[config.mk]
export PLATFORM = sky130hd
export DESIGN_NAME = tpg_top
export DESIGN_NICKNAME = d
export VERILOG_FILES = /design/src/include/tpg_pkg.sv /design/src/rtl/tpg_top.sv /design/src/rtl/tpg_sync.sv
export SDC_FILE = /design/constraint.sdc
export NUM_CORES = 1
export LEC_CHECK = 0
export BUFFER_PORTS_ARGS = -buffer_cell sky130_fd_sc_hd__clkbuf_2
export CORE_MARGIN = 8
export CORE_UTILIZATION = 38
export DETAILED_ROUTE_END_ITERATION = 8
export GPL_TIMING_DRIVEN = 0
export PLACE_DENSITY = 0.59
export SLEW_MARGIN = 10
export SYNTH_ARGS = -nofsm -noshare
export SYNTH_HDL_FRONTEND = slang
export SYNTH_SLANG_ARGS = --single-unit
[constraint.sdc]
create_clock -name ref_clk -period 2.31 [get_ports ref_clk]
set_input_delay 0.231 -clock ref_clk [delete_from_list [all_inputs] [get_ports ref_clk]]
set_output_delay 0.231 -clock ref_clk [all_outputs]
set_load 0.005 [all_outputs]
[src/include/tpg_pkg.sv]
`default_nettype none
package tpg_pkg;
	// ==========================================================
	// Register map (printed offsets are not word multiples, so
	// byte address is four times the index)
	localparam logic [7:0] IDX_PB_DATA = 8'h01;
	localparam logic [7:0] IDX_PC_DATA = 8'h02;
	localparam logic [7:0] IDX_PD_LVL  = 8'h03;
	localparam logic [7:0] IDX_PB_DIR  = 8'h05;
	localparam logic [7:0] IDX_PC_DIR  = 8'h06;
	localparam logic [9:0] ADDR_PB_DATA = {IDX_PB_DATA, 2'b00};
	localparam logic [9:0] ADDR_PC_DATA = {IDX_PC_DATA, 2'b00};
	localparam logic [9:0] ADDR_PD_LVL  = {IDX_PD_LVL, 2'b00};
	localparam logic [9:0] ADDR_PB_DIR  = {IDX_PB_DIR, 2'b00};
	localparam logic [9:0] ADDR_PC_DIR  = {IDX_PC_DIR, 2'b00};
	localparam int ADDR_W = 10;
	// ==========================================================
	// Port widths and reset values
	localparam int PB_W = 8;
	localparam int PC_W = 7;
	localparam int PD_W = 7;
	localparam logic [7:0] DIR_RST = 8'h00;
	localparam logic [7:0] LATCH_INIT = 8'h00;
	// ==========================================================
	// AHB encodings
	localparam logic [1:0] HTRANS_NONSEQ = 2'b10;
	localparam logic [1:0] HTRANS_SEQ    = 2'b11;
endpackage : tpg_pkg
`default_nettype wire

[src/rtl/tpg_top.sv]
// The AHB-Lite register port is this design's own decision.
`timescale 1ns/1ps
`default_nettype none
module tpg_top (
	input  wire logic        ref_clk,
	input  wire logic        rst,
	input  wire logic        clk_en,
	// AHB-Lite slave
	input  wire logic        hsel,
	input  wire logic [31:0] haddr,
	input  wire logic [1:0]  htrans,
	input  wire logic        hwrite,
	input  wire logic [2:0]  hsize,
	input  wire logic [31:0] hwdata,
	input  wire logic        hready,
	output var  logic [31:0] hrdata,
	output var  logic        hreadyout,
	output var  logic        hresp,
	// Pins
	input  wire logic [7:0]  pb_pin_i,
	output var  logic [7:0]  pb_pin_o,
	output var  logic [7:0]  pb_pin_oe,
	input  wire logic [6:0]  pc_pin_i,
	output var  logic [6:0]  pc_pin_o,
	output var  logic [6:0]  pc_pin_oe,
	input  wire logic [6:0]  pd_pin_i
);
	typedef struct packed {
		logic [7:0]  port_two_data_latch;
		logic [6:0]  port_three_data_latch;
		logic [7:0]  port_two_direction;
		logic [6:0]  port_three_direction;
		logic        wr_pend;
		logic [9:0]  wr_addr;
		logic [31:0] rdata;
	} tpg_st_t;
	tpg_st_t st_q;
	tpg_st_t st_d;

	logic [7:0] pb_lvl;
	logic [6:0] pc_lvl;
	logic [6:0] pd_lvl;
	logic [7:0] pb_view;
	logic [6:0] pc_view;
	logic       addr_ok;
	logic [9:0] a_addr;
	logic [31:0] rd_mux;

	// ==========================================================
	// Pin synchronisers
	tpg_sync #(.W(tpg_pkg::PB_W)) u_sync_pb (
		.ref_clk (ref_clk),
		.rst     (rst),
		.clk_en  (clk_en),
		.pin_i   (pb_pin_i),
		.level_o (pb_lvl)
	);
	tpg_sync #(.W(tpg_pkg::PC_W)) u_sync_pc (
		.ref_clk (ref_clk),
		.rst     (rst),
		.clk_en  (clk_en),
		.pin_i   (pc_pin_i),
		.level_o (pc_lvl)
	);
	tpg_sync #(.W(tpg_pkg::PD_W)) u_sync_pd (
		.ref_clk (ref_clk),
		.rst     (rst),
		.clk_en  (clk_en),
		.pin_i   (pd_pin_i),
		.level_o (pd_lvl)
	);

	// ==========================================================
	// Read view: per-bit latch or pin
	generate
		for (genvar i = 0; i < tpg_pkg::PB_W; i++)
		begin : g_pb
			assign pb_view[i] = st_q.port_two_direction[i] ?
				st_q.port_two_data_latch[i] : pb_lvl[i];
		end
		for (genvar j = 0; j < tpg_pkg::PC_W; j++)
		begin : g_pc
			assign pc_view[j] = st_q.port_three_direction[j] ?
				st_q.port_three_data_latch[j] : pc_lvl[j];
		end
	endgenerate

	// ==========================================================
	// Address phase decode
	assign a_addr  = haddr[9:0];
	assign addr_ok = hsel && hready && (htrans == tpg_pkg::HTRANS_NONSEQ ||
		htrans == tpg_pkg::HTRANS_SEQ);

	// Read data mux; unmapped reads as zero with OKAY
	always_comb
	begin
		rd_mux = 32'h0000_0000;
		if (a_addr == tpg_pkg::ADDR_PB_DATA)
			rd_mux = {24'h00_0000, pb_view};
		else if (a_addr == tpg_pkg::ADDR_PC_DATA)
			rd_mux = {25'h0, pc_view};
		else if (a_addr == tpg_pkg::ADDR_PD_LVL)
			rd_mux = {25'h0, pd_lvl};
		else if (a_addr == tpg_pkg::ADDR_PB_DIR)
			rd_mux = {24'h00_0000, st_q.port_two_direction};
		else if (a_addr == tpg_pkg::ADDR_PC_DIR)
			rd_mux = {25'h0, st_q.port_three_direction};
	end

	// ==========================================================
	// Next state: write data phase, read capture
	always_comb
	begin
		st_d = st_q;
		st_d.wr_pend = addr_ok && hwrite;
		if (addr_ok)
			st_d.wr_addr = a_addr;
		if (addr_ok && !hwrite)
			st_d.rdata = rd_mux;
		// Writes land whatever the direction bits say
		if (st_q.wr_pend)
		begin
			if (st_q.wr_addr == tpg_pkg::ADDR_PB_DATA)
				st_d.port_two_data_latch = hwdata[7:0];
			else if (st_q.wr_addr == tpg_pkg::ADDR_PC_DATA)
				st_d.port_three_data_latch = hwdata[6:0];
			else if (st_q.wr_addr == tpg_pkg::ADDR_PB_DIR)
				st_d.port_two_direction = hwdata[7:0];
			else if (st_q.wr_addr == tpg_pkg::ADDR_PC_DIR)
				st_d.port_three_direction = hwdata[6:0];
		end
		// Input-only port has no writable state: writes dropped
		if (rst)
		begin
			// Latches keep contents across reset
			st_d.port_two_direction   = tpg_pkg::DIR_RST;
			st_d.port_three_direction = tpg_pkg::DIR_RST[6:0];
			st_d.wr_pend = 1'b0;
			st_d.wr_addr = 10'h000;
			st_d.rdata   = 32'h0000_0000;
		end
	end

	// Clock enable freezes everything, reset included
	always_ff @(posedge ref_clk)
	begin
		if (clk_en)
			st_q <= st_d;
	end

	// ==========================================================
	// Outputs: read data and pins from flops, hreadyout and hresp tied off
	always_comb
	begin
		hrdata    = st_q.rdata;
		hreadyout = 1'b1; // zero wait states
		hresp     = 1'b0;
		pb_pin_o  = st_q.port_two_data_latch;
		pb_pin_oe = st_q.port_two_direction;
		pc_pin_o  = st_q.port_three_data_latch;
		pc_pin_oe = st_q.port_three_direction;
	end
	// Software ordering of latch then direction is not enforced

	// ==========================================================
	// Assertions: reset behaviour
	a_dir_b_reset: assert property (@(posedge ref_clk)
		(rst && clk_en) |=> (pb_pin_oe == 8'h00))
		else $error("port two direction not cleared by reset");
	a_dir_c_reset: assert property (@(posedge ref_clk)
		(rst && clk_en) |=> (pc_pin_oe == 7'h00))
		else $error("port three direction not cleared by reset");
	a_latch_b_keep: assert property (@(posedge ref_clk)
		(rst && clk_en) |=> $stable(pb_pin_o))
		else $error("port two latch changed by reset");
	a_latch_c_keep: assert property (@(posedge ref_clk)
		(rst && clk_en) |=> $stable(pc_pin_o))
		else $error("port three latch changed by reset");
	a_rdata_reset: assert property (@(posedge ref_clk)
		(rst && clk_en) |=> (hrdata == 32'h0000_0000))
		else $error("read data not cleared by reset");

	// ==========================================================
	// Assertions: writes land, nothing else moves
	a_latch_b_write: assert property (@(posedge ref_clk)
		disable iff (rst)
		(clk_en && st_q.wr_pend && st_q.wr_addr == tpg_pkg::ADDR_PB_DATA)
		|=> (pb_pin_o == $past(hwdata[7:0])))
		else $error("port two latch write lost");
	a_latch_c_write: assert property (@(posedge ref_clk)
		disable iff (rst)
		(clk_en && st_q.wr_pend && st_q.wr_addr == tpg_pkg::ADDR_PC_DATA)
		|=> (pc_pin_o == $past(hwdata[6:0])))
		else $error("port three latch write lost");
	a_latch_b_hold: assert property (@(posedge ref_clk)
		disable iff (rst)
		!(clk_en && st_q.wr_pend && st_q.wr_addr == tpg_pkg::ADDR_PB_DATA)
		|=> $stable(pb_pin_o))
		else $error("port two latch moved without a write");
	a_latch_c_hold: assert property (@(posedge ref_clk)
		disable iff (rst)
		!(clk_en && st_q.wr_pend && st_q.wr_addr == tpg_pkg::ADDR_PC_DATA)
		|=> $stable(pc_pin_o))
		else $error("port three latch moved without a write");
	a_dir_b_write: assert property (@(posedge ref_clk)
		disable iff (rst)
		(clk_en && st_q.wr_pend && st_q.wr_addr == tpg_pkg::ADDR_PB_DIR)
		|=> (pb_pin_oe == $past(hwdata[7:0])))
		else $error("port two direction write lost");
	a_dir_c_write: assert property (@(posedge ref_clk)
		disable iff (rst)
		(clk_en && st_q.wr_pend && st_q.wr_addr == tpg_pkg::ADDR_PC_DIR)
		|=> (pc_pin_oe == $past(hwdata[6:0])))
		else $error("port three direction write lost");
	a_dir_b_hold: assert property (@(posedge ref_clk)
		disable iff (rst)
		!(clk_en && st_q.wr_pend && st_q.wr_addr == tpg_pkg::ADDR_PB_DIR)
		|=> $stable(pb_pin_oe))
		else $error("port two direction moved without a write");
	a_dir_c_hold: assert property (@(posedge ref_clk)
		disable iff (rst)
		!(clk_en && st_q.wr_pend && st_q.wr_addr == tpg_pkg::ADDR_PC_DIR)
		|=> $stable(pc_pin_oe))
		else $error("port three direction moved without a write");
	// Input-only port owns no state, so a write there must be dropped
	a_in_no_write: assert property (@(posedge ref_clk)
		disable iff (rst)
		(clk_en && st_q.wr_pend && st_q.wr_addr == tpg_pkg::ADDR_PD_LVL)
		|=> ($stable(pb_pin_o) && $stable(pc_pin_o) &&
		$stable(pb_pin_oe) && $stable(pc_pin_oe)))
		else $error("write to input-only port changed state");

	// ==========================================================
	// Assertions: read data
	// Read data is captured at the address-phase edge, so the
	// expected value is the one sampled at that edge.
	a_read_b_mix: assert property (@(posedge ref_clk)
		disable iff (rst)
		(clk_en && addr_ok && !hwrite && a_addr == tpg_pkg::ADDR_PB_DATA)
		|=> (hrdata[7:0] == (($past(pb_pin_o) & $past(pb_pin_oe)) |
		($past(pb_lvl) & ~$past(pb_pin_oe)))))
		else $error("port two read mix wrong");
	a_read_c_mix: assert property (@(posedge ref_clk)
		disable iff (rst)
		(clk_en && addr_ok && !hwrite && a_addr == tpg_pkg::ADDR_PC_DATA)
		|=> (hrdata == {25'h0, ($past(pc_pin_o) & $past(pc_pin_oe)) |
		($past(pc_lvl) & ~$past(pc_pin_oe))}))
		else $error("port three read mix wrong");
	a_read_d_pin: assert property (@(posedge ref_clk)
		disable iff (rst)
		(clk_en && addr_ok && !hwrite && a_addr == tpg_pkg::ADDR_PD_LVL)
		|=> (hrdata == {25'h0, $past(pd_lvl)}))
		else $error("input-only port read wrong");
	a_read_b_dir: assert property (@(posedge ref_clk)
		disable iff (rst)
		(clk_en && addr_ok && !hwrite && a_addr == tpg_pkg::ADDR_PB_DIR)
		|=> (hrdata == {24'h0, $past(pb_pin_oe)}))
		else $error("port two direction read wrong");
	a_read_c_dir: assert property (@(posedge ref_clk)
		disable iff (rst)
		(clk_en && addr_ok && !hwrite && a_addr == tpg_pkg::ADDR_PC_DIR)
		|=> (hrdata == {25'h0, $past(pc_pin_oe)}))
		else $error("port three direction read wrong");
	a_read_none: assert property (@(posedge ref_clk)
		disable iff (rst)
		(clk_en && addr_ok && !hwrite &&
		a_addr != tpg_pkg::ADDR_PB_DATA && a_addr != tpg_pkg::ADDR_PC_DATA &&
		a_addr != tpg_pkg::ADDR_PD_LVL && a_addr != tpg_pkg::ADDR_PB_DIR &&
		a_addr != tpg_pkg::ADDR_PC_DIR) |=> (hrdata == 32'h0000_0000))
		else $error("unmapped read not zero");
	// Data phase of a read must not be disturbed by idle cycles
	a_rdata_hold: assert property (@(posedge ref_clk)
		disable iff (rst)
		!(clk_en && addr_ok && !hwrite) |=> $stable(hrdata))
		else $error("read data changed without a read");

	// ==========================================================
	// Assertions: per-pin read path and buffer enables
	// A buffer may only turn on as the result of a direction write
	generate
		for (genvar k = 0; k < tpg_pkg::PB_W; k++)
		begin : g_chk_pb
			a_rd_b_out: assert property (@(posedge ref_clk)
				disable iff (rst)
				(clk_en && addr_ok && !hwrite && pb_pin_oe[k] &&
				a_addr == tpg_pkg::ADDR_PB_DATA)
				|=> (hrdata[k] == $past(pb_pin_o[k])))
				else $error("port two output pin read wrong");
			a_rd_b_in: assert property (@(posedge ref_clk)
				disable iff (rst)
				(clk_en && addr_ok && !hwrite && !pb_pin_oe[k] &&
				a_addr == tpg_pkg::ADDR_PB_DATA)
				|=> (hrdata[k] == $past(pb_lvl[k])))
				else $error("port two input pin read wrong");
			a_oe_b_rise: assert property (@(posedge ref_clk)
				disable iff (rst)
				$rose(pb_pin_oe[k]) |-> ($past(st_q.wr_pend) &&
				$past(st_q.wr_addr) == tpg_pkg::ADDR_PB_DIR))
				else $error("port two buffer on without a write");
		end
		for (genvar m = 0; m < tpg_pkg::PC_W; m++)
		begin : g_chk_pc
			a_rd_c_out: assert property (@(posedge ref_clk)
				disable iff (rst)
				(clk_en && addr_ok && !hwrite && pc_pin_oe[m] &&
				a_addr == tpg_pkg::ADDR_PC_DATA)
				|=> (hrdata[m] == $past(pc_pin_o[m])))
				else $error("port three output pin read wrong");
			a_rd_c_in: assert property (@(posedge ref_clk)
				disable iff (rst)
				(clk_en && addr_ok && !hwrite && !pc_pin_oe[m] &&
				a_addr == tpg_pkg::ADDR_PC_DATA)
				|=> (hrdata[m] == $past(pc_lvl[m])))
				else $error("port three input pin read wrong");
			a_oe_c_rise: assert property (@(posedge ref_clk)
				disable iff (rst)
				$rose(pc_pin_oe[m]) |-> ($past(st_q.wr_pend) &&
				$past(st_q.wr_addr) == tpg_pkg::ADDR_PC_DIR))
				else $error("port three buffer on without a write");
		end
		for (genvar n = 0; n < tpg_pkg::PD_W; n++)
		begin : g_chk_pd
			a_rd_d_bit: assert property (@(posedge ref_clk)
				disable iff (rst)
				(clk_en && addr_ok && !hwrite &&
				a_addr == tpg_pkg::ADDR_PD_LVL)
				|=> (hrdata[n] == $past(pd_lvl[n])))
				else $error("input-only pin read wrong");
		end
	endgenerate

	// ==========================================================
	// Assertions: bus response and clock enable
	a_bus_okay: assert property (@(posedge ref_clk)
		(hresp == 1'b0) && (hreadyout == 1'b1))
		else $error("bus response not OKAY with zero wait");
	// Low enable freezes every flop, reset and bus included
	a_freeze: assert property (@(posedge ref_clk)
		!clk_en |=> $stable(st_q))
		else $error("state changed while clock enable low");
endmodule : tpg_top
`default_nettype wire

[src/rtl/tpg_sync.sv]
`timescale 1ns/1ps
`default_nettype none
// ==========================================================
// Three-stage pin synchroniser with agreement filter
module tpg_sync #(
	parameter int W = 8
) (
	input  wire logic         ref_clk,
	input  wire logic         rst,
	input  wire logic         clk_en,
	input  wire logic [W-1:0] pin_i,
	output var  logic [W-1:0] level_o
);
	typedef struct packed {
		logic [W-1:0] s1;
		logic [W-1:0] s2;
		logic [W-1:0] s3;
		logic [W-1:0] lvl;
	} tpg_sync_st_t;
	tpg_sync_st_t st_q;
	tpg_sync_st_t st_d;

	// Per-bit acceptance once stages two and three agree
	always_comb
	begin
		st_d = st_q;
		st_d.s1 = pin_i;
		st_d.s2 = st_q.s1;
		st_d.s3 = st_q.s2;
		for (int i = 0; i < W; i++)
		begin
			if (st_q.s2[i] == st_q.s3[i])
				st_d.lvl[i] = st_q.s3[i];
		end
	end

	// Reset leaves levels alone; they take the pin value once stages two and three agree
	always_ff @(posedge ref_clk)
	begin
		if (clk_en)
			st_q <= st_d;
	end

	assign level_o = st_q.lvl;
endmodule : tpg_sync
`default_nettype wire

==> results of run 1 <==
==> worst min-delay path by stage <==
stage | to | slack, ns | cells after the start
4_1_cts | pb_pin_o[2] | 0.007 | 1
5_1_grt | pc_pin_o[3] | 0.01 | 1
3_3_place_gp | u_sync_pc.st_d[7] | 0.40 | 0
6_report | pc_pin_o[3] | 0.03 | 1
3_5_place_dp | u_sync_pc.st_d[13] | 0.40 | 0
2_1_floorplan | pb_pin_o[0] | 0.33 | 0
==> repair_timing <==
item,in CTS,in global routing
gates resized for setup,0,3
endpoints found under the hold margin,23,0
endpoints found under the setup margin,0,23
hold buffers,23,0
==> cells by family after synthesis <==
kind of cell	after synthesis	share of synthesized area, %
XOR/XNOR	22	3.38
other	2	0.132
flip-flops	137	72.2
buffers and inverters	73	9.02
AO/OA/AOI/OAI	41	4.85
multiplexers	13	2.55
AND/OR/NAND/NOR	66	7.90
==> layer usage <==
layer	part of all wire [%]	wire length [um]	vias to the layer above
met2	51	5580	89
met5	0.23	25	-
li1	-	-	1519
met1	40	4320	1459
met4	1.4	148	4
met3	7.5	819	16
==> report_power, final <==
| group | switching (mW) | leakage (nW) | internal (mW) |
|---|---|---|---|
| Combinational | 0.163 | 1.27 | 0.196 |
| Clock | 0.886 | 0.245 | 1.43 |
| Sequential | 0.0643 | 1.31 | 2.91 |
==> sequential cells by signal (all words and copies together), names as in the netlist, 8 cells and up <==
register,cells
u_sync_pb.level_o,8
u_sync_pb.st_q,8
u_sync_pc.st_d,14
pb_pin_oe,8
st_q,11
pb_pin_o,8
hrdata,8
u_sync_pd.st_d,14
u_sync_pb.st_d,16
==> layout by cell type (no fill, tap or decap), drive strengths merged, types with 7 or more instances in the layout <==
cell type	netlist	final
o21ai	9	9
clkbuf	7	112
xnor2	22	22
and2	22	22
o22ai	7	7
buf	65	67
dlygate4sd3	0	23
edfxtp	137	137
a22oi	7	7
conb	2	26
nor2b	22	22
mux2	12	12
==> final cells by class <==
type,instances,area (um2)
multi-input combinational,168,1190
clock buffer,21,440
buffer,72,510
fill,1236,7360
clock inverter,7,56.3
sequential,137,4110
tap,184,230
timing repair buffer,109,688
inverter,1,3.75
==> per-stage QoR <==
stage / utilization, % / std cells / power [mW] / area [um2]
CTS: 49.5 / 699 / 5.71 / 7220
finish: 49.6 / 699 / 5.65 / 7230
floorplan: - / 378 / 3.20 / 5790
global route: 49.6 / 699 / 5.87 / 7230
global placement: 44.2 / 646 / 3.33 / 6440
detailed placement: 44.5 / 648 / 3.35 / 6490
==> results.toml, run 1 <==
[outcome]
status = "finished, final reports clean"

[detailed_routing]
first_iter_violations = 155
vias = 3087
wl_um = 10900
antenna_left = 0
drt_first_pass_iters = 4
post_drt_wl_per_cell_um = 15.6
drc = 0
drt-vias-per-instance = 4.42

[die]
start_util_pct = 39.1
dieArea_um2 = 19200
ioPinCount = 161
core_area_um2 = 14600
row_count = 44
die_w_um = 138
die_h_um = 138

[timing]
rsz0062_at_grt = "no"
tightestPinTransition_ns = 0.941
setup_ws_ns = 0.0924
hold_viol_final = 0
fin_skew_ns = 0.00385
hold_slack_ns = 0.0310
relSlewSlack_pct = 37.1
slew_viol_final = 0
setup_viol = 0
fin_crit_ns = 2.22
period_share_pct = 96.0
setup_tns_ns = 0
fmax_mhz = 451

[placed_design]
dp_hpwl_um = 7840
place.gp.congestion = 0.800
pre_cts_slack_ns = -0.314
port_buffers = 84

[synthesis]
async_flop_share_pct = 0
yosysTopAreaCell = "edfxtp_1"
synthCells = 354
yosysWarnings = 0
synth_area_um2 = 5700
synth-seq-cells = 137
synth.most_common_cell = "edfxtp_1"
syn_avg_cell_area_um2 = 16.1
synth_cell_types = 37
ys_top_cells_by_area = "edfxtp_1, buf_4, xnor2_1"
netlist.area_leader.share_pct = 72.2
synth_edf_count = 137
yosys-top-cells-count = "edfxtp_1, buf_4, and2_1, xnor2_1, nor2b_1"
synth_ff_type = "edfxtp_1"
synth_seq_area_share_pct = 72.2

[final_layout]
n_antenna_cell = 0
area_growth_pct = 26.8
nets = 603
drive_gt1_share_pct = 37.5

[pwr]
power.leakage_nw = 2.83
powerDensity_nw_per_um2 = 781
ir_worst_vdd_mv = 0.456

[worst_setup_path]
worstSetupEndpoint = "pc_pin_oe[4]"
r2r-start = "st_q[39]"
reg2reg_depth = 4
cpPeakStageDelay_ns = 0.76
critical_path_peak_fanout = 7
required_ns = 2.34
r2r_slack_ns = 0.09
arrival_ns = 2.24
cp.buffers_inverters = 0
regToRegEndpoint = "pc_pin_oe[4]"
cp-start-kind = "register"
crit_type = "register to register"
crit_chain = "nor4_1 -> and4b_1 -> nand4b_1 -> a21boi_1"
critical_path.top_delay_family = "compound AO/OA/AOI/OAI gates"
cp.depth = 4
crit_start = "st_q[39]"
slowest_stage = "a21boi_1"
end_kind = "register"

[clocking]
clk_path_buf_depth = 2
cts_buffers = 17
cts_root_buf = "clkbuf_16"
clock_sinks = 137
post_cts_buffers = 0
cts_tree = "yes"
clock_latency_ns = 0.41
clk_pin_slew_ns = 0.05
htree_levels = 4

[grt]
grt_max_degree = 50
grt_busiest_layer = "met2"
grt_overflow = 0
grtUsageMet2_pct = 19.8
grt_pass1_vias = 3221
antenna_found_initial = 2
grt_use_met3_pct = 5.27
grt_usage_pct = 11.5
met1_usage_pct = 12.1
grt_pass1_wl_um = 17000

[hold_path]
hp-start = "hwdata[3]"
worstHoldPathType = "input pin to register"

[run]
cap_violations = 0
No activity file was read; power rests on OpenSTA's default activity.
==> run 2: changes to the inputs <==
CELL_PAD_IN_SITES_DETAIL_PLACEMENT = 0   (was not set)
CELL_PAD_IN_SITES_GLOBAL_PLACEMENT = 1   (was not set)
PLACE_DENSITY = 0.71   (was 0.59)
==> results.toml, run 2 (synthesis results as in run 1) <==
[pwr]
power.leakage_nw = 2.82
powerDensity_nw_per_um2 = 787
p_total_mw = 5.70
ir_worst_vdd_mv = 0.410

[final_layout]
drive_gt1_share_pct = 37.6
stdcell_count = 704
nets = 603
layout_common_cells = "edfxtp_1, clkbuf_2, buf_4"
final_util_pct = 49.7
area_growth_pct = 27.2
largest_reg_flops = 16
finalInstanceArea_um2 = 7250
final_common_cell = "edfxtp_1"
num-fill-cells = 1272

[timing]
fin_crit_ns = 2.17
hold_slack_ns = 0.0239
hold_viol_final = 0
setup_ws_ns = 0.139
period_share_pct = 94.0
rsz0062_at_grt = "no"
slew_viol_final = 0
fmax_mhz = 461
setup_tns_ns = 0
tightestPinTransition_ns = 0.879
relSlewSlack_pct = 41.3
fin_skew_ns = 0.00765
setup_viol = 0

[clocking]
cts_tree = "yes"
cts_root_buf = "clkbuf_16"
post_cts_buffers = 0
htree_levels = 4
clock_sinks = 137
clk_path_buf_depth = 2
cts_buffers = 17
clock_latency_ns = 0.41
clk_pin_slew_ns = 0.05

[worst_setup_path]
slowest_stage = "a21boi_1"
reg2reg_depth = 4
r2r-start = "st_q[39]"
crit_start = "st_q[39]"
end_kind = "register"
r2r_slack_ns = 0.14
critical_path_peak_fanout = 7
regToRegEndpoint = "pc_pin_oe[2]"
cp-start-kind = "register"
crit_chain = "nor4_1 -> and4b_1 -> nand4b_1 -> a21boi_1"
cpPeakStageDelay_ns = 0.72
arrival_ns = 2.20
worstSetupEndpoint = "pc_pin_oe[2]"
required_ns = 2.34
crit_type = "register to register"

[placed_design]
dpl-instance-area_um2 = 6480
placedCellCount = 648
port_buffers = 84
place.gp.congestion = 0.757
pre_cts_slack_ns = -0.583
dp_hpwl_um = 8020

[grt]
grt_usage_pct = 11.5
grt_overflow = 0
antenna_found_initial = 0
grt_max_degree = 44
grt_pass1_vias = 3318
grt_pass1_wl_um = 17100

[die]
dieArea_um2 = 19200
ioPinCount = 161
die_h_um = 138
start_util_pct = 39.1
die_w_um = 138
row_count = 44
core_area_um2 = 14600

[detailed_routing]
drt-vias-per-instance = 4.50
vias = 3170
wl_um = 11000
drc = 0
first_iter_violations = 169
drt_first_pass_iters = 5
antenna_left = 0
post_drt_wl_per_cell_um = 15.7

[outcome]
status = "finished, final reports clean"

[hold_path]
whs_path_depth = 1
worstHoldPathType = "input pin to register"
hp-start = "hwdata[6]"

[run]
cap_violations = 0
## run 2: final cells by class
cell class                      instances  area [um2]  area share [%]
Sequential cell                       137        4110            56.7
Multi-Input combinational cell        168        1190            16.4
Timing Repair Buffer                  109         681            9.39
Buffer                                 72         510            7.04
Clock buffer                           21         440            6.08
Tap cell                              184         230            3.18
Clock inverter                         11        81.3            1.12
Inverter                                1        3.75          0.0518
Antenna cell                            1        2.50          0.0345
## run 2: worst min-delay path by stage
stage,to
after floorplan,pb_pin_o[0]
after global placement,u_sync_pb.st_d[8]
after detailed placement,u_sync_pd.st_d[10]
after CTS,pb_pin_o[3]
after global routing,pb_pin_o[3]
final,pc_pin_o[6]
## run 2: repair_timing
item	in CTS	in global routing
gates resized for setup	2	2
hold buffers	23	0
setup endpoints to repair	16	15
endpoints found under the hold margin	23	0
## run 2: report_power, final
part	switching, mW	leakage [nW]	total, mW	internal (mW)
Clock	0.921	0.244	2.37	1.45
Combinational	0.163	1.26	0.358	0.194
Sequential	0.0656	1.31	2.97	2.91
## run 2: layer usage
metal,vias to the layer above,GRT usage (%),wire (um)
li1,1527,-,-
met5,-,0,0
met1,1515,13.6,4890
met4,0,5.55,178
met2,113,18.1,5220
met3,15,4.38,740
## run 2: worst max-delay path, delay by kind of cell (launching register included)
kind               cells  cell delay, ns
AOI/OAI and AO/OA      1            0.72
DFF                    1            0.35
and+or+nand+nor        3            0.72
==> run 3: changes to the inputs <==
BUFFER_PORTS_ARGS = -buffer_cell sky130_fd_sc_hd__buf_2   (was -buffer_cell sky130_fd_sc_hd__clkbuf_2)
==> results.toml, run 3 (synthesis results as in run 1) <==
[outcome]
status = "finished, final reports clean"

[detailed_routing]
wl_met2_um = 5210
wl_met1_um = 4950
wl_um = 11000
antenna_left = 0
drt-vias-per-instance = 4.43
post_drt_wl_per_cell_um = 15.6
routed.top_layer = "met5"
vias = 3125
drt_first_pass_iters = 5
drc = 0
first_iter_violations = 196
wl_met3_um = 707

[worst_setup_path]
crit_type = "register to register"
critical_path_peak_fanout = 5
arrival_ns = 2.27
required_ns = 2.43
end_kind = "register"
cp-start-kind = "register"

[final_layout]
multi_input_area_um2 = 1190
area_growth_pct = 29.5
largest_reg_flops = 16
regArea_um2 = 4110
finalInstanceArea_um2 = 7380
num-fill-cells = 1246
nets = 605
layout_common_cells = "edfxtp_1, buf_2, buf_4"
drive_gt1_share_pct = 38.0
final_common_cell = "edfxtp_1"
stdcell_count = 706

[timing]
tightestPinTransition_ns = 0.779
setup_viol = 0
fin_crit_ns = 2.15
relSlewSlack_pct = 47.9
fin_skew_ns = 0.0100
hold_viol_final = 0
period_share_pct = 93.2
slew_viol_final = 0
setup_tns_ns = 0
rsz0062_at_grt = "no"
fmax_mhz = 464

[clocking]
htree_levels = 4
clock_sinks = 137
clk_path_buf_depth = 2
cts_buffers = 17
cts_tree = "yes"
post_cts_buffers = 0
clk_pin_slew_ns = 0.05
clock_latency_ns = 0.42
cts_root_buf = "clkbuf_16"

[die]
ioPinCount = 161
die_h_um = 138
dieArea_um2 = 19200
core_area_um2 = 14600
row_count = 44
die_w_um = 138
start_util_pct = 39.1

[grt]
grt_pass1_vias = 3333
grt_max_degree = 44
grt_usage_pct = 11.6
grt_overflow = 0
grt_pass1_wl_um = 17200
antenna_found_initial = 2

[hold_path]
worstHoldPathType = "input pin to register"

[pwr]
ir_worst_vdd_mv = 0.477
power.leakage_nw = 2.88
powerDensity_nw_per_um2 = 839

[placed_design]
dp_hpwl_um = 7980
port_buffers = 84
placedCellCount = 648
place.gp.congestion = 0.760
dpl-instance-area_um2 = 6480

[run]
cap_violations = 0
[run 3: area by class of cell]
cell class | instances | area share [%]
diodes | 1 | 0.0339
flip-flops and latches | 137 | 55.7
well taps | 184 | 3.12
multi-input cells | 168 | 16.1
plain buffers | 72 | 6.92
repair buffers | 111 | 9.49
clock buffers | 18 | 5.82
clock inverters | 14 | 2.75
inverters | 1 | 0.0509
[run 3: per-layer routing]
layer,up-vias,track usage (%)
met5,-,0
met4,4,5.15
met3,15,4.86
met2,102,18.2
met1,1473,13.7
li1,1531,-
[run 3: worst paths after layout]
kind,start,end,slack (ns),cells past startpoint
max,st_q[39],pb_pin_o[4],0.16,5
min,hwdata[5],pb_pin_o[5],0.02,1
max reg2reg,st_q[39],pb_pin_o[4],0.16,5
min reg2reg,u_sync_pc.st_d[14],u_sync_pc.st_d[7],0.41,0
[run 3: report_power, final]
| part | total (mW) | internal, mW | switching, mW |
|---|---|---|---|
| logic | 0.357 | 0.197 | 0.161 |
| clock network | 2.87 | 1.90 | 0.965 |
| registers | 2.97 | 2.90 | 0.0655 |
[run 3: timing repair]
item,4_1_cts,5_1_grt
hold buffers,24,1
endpoints found under the hold margin,25,2
gates cloned,0,0
resized for setup,2,2
endpoints found under the setup margin,16,8
[run 3: stage by stage]
stage               util [%]  power, mW  hold WS [ns]  worst slack, ns
finish                  50.6       6.19        0.0233            0.156
global route            50.6       6.42       0.00634          0.00111
CTS                     50.4       6.25      0.000241          0.00747
detailed placement      44.4       3.35         0.405           -0.491
global placement        44.2       3.33         0.405            -1.17
floorplan                  -       3.20         0.330            0.312
[run 3: worst max-delay path, stage by stage, from the launching register on]
cell      delay, ns
edfxtp_1       0.36
nor4_1         0.30
and4b_1        0.29
nand3b_1       0.17
nor3b_2        0.49
buf_4          0.25
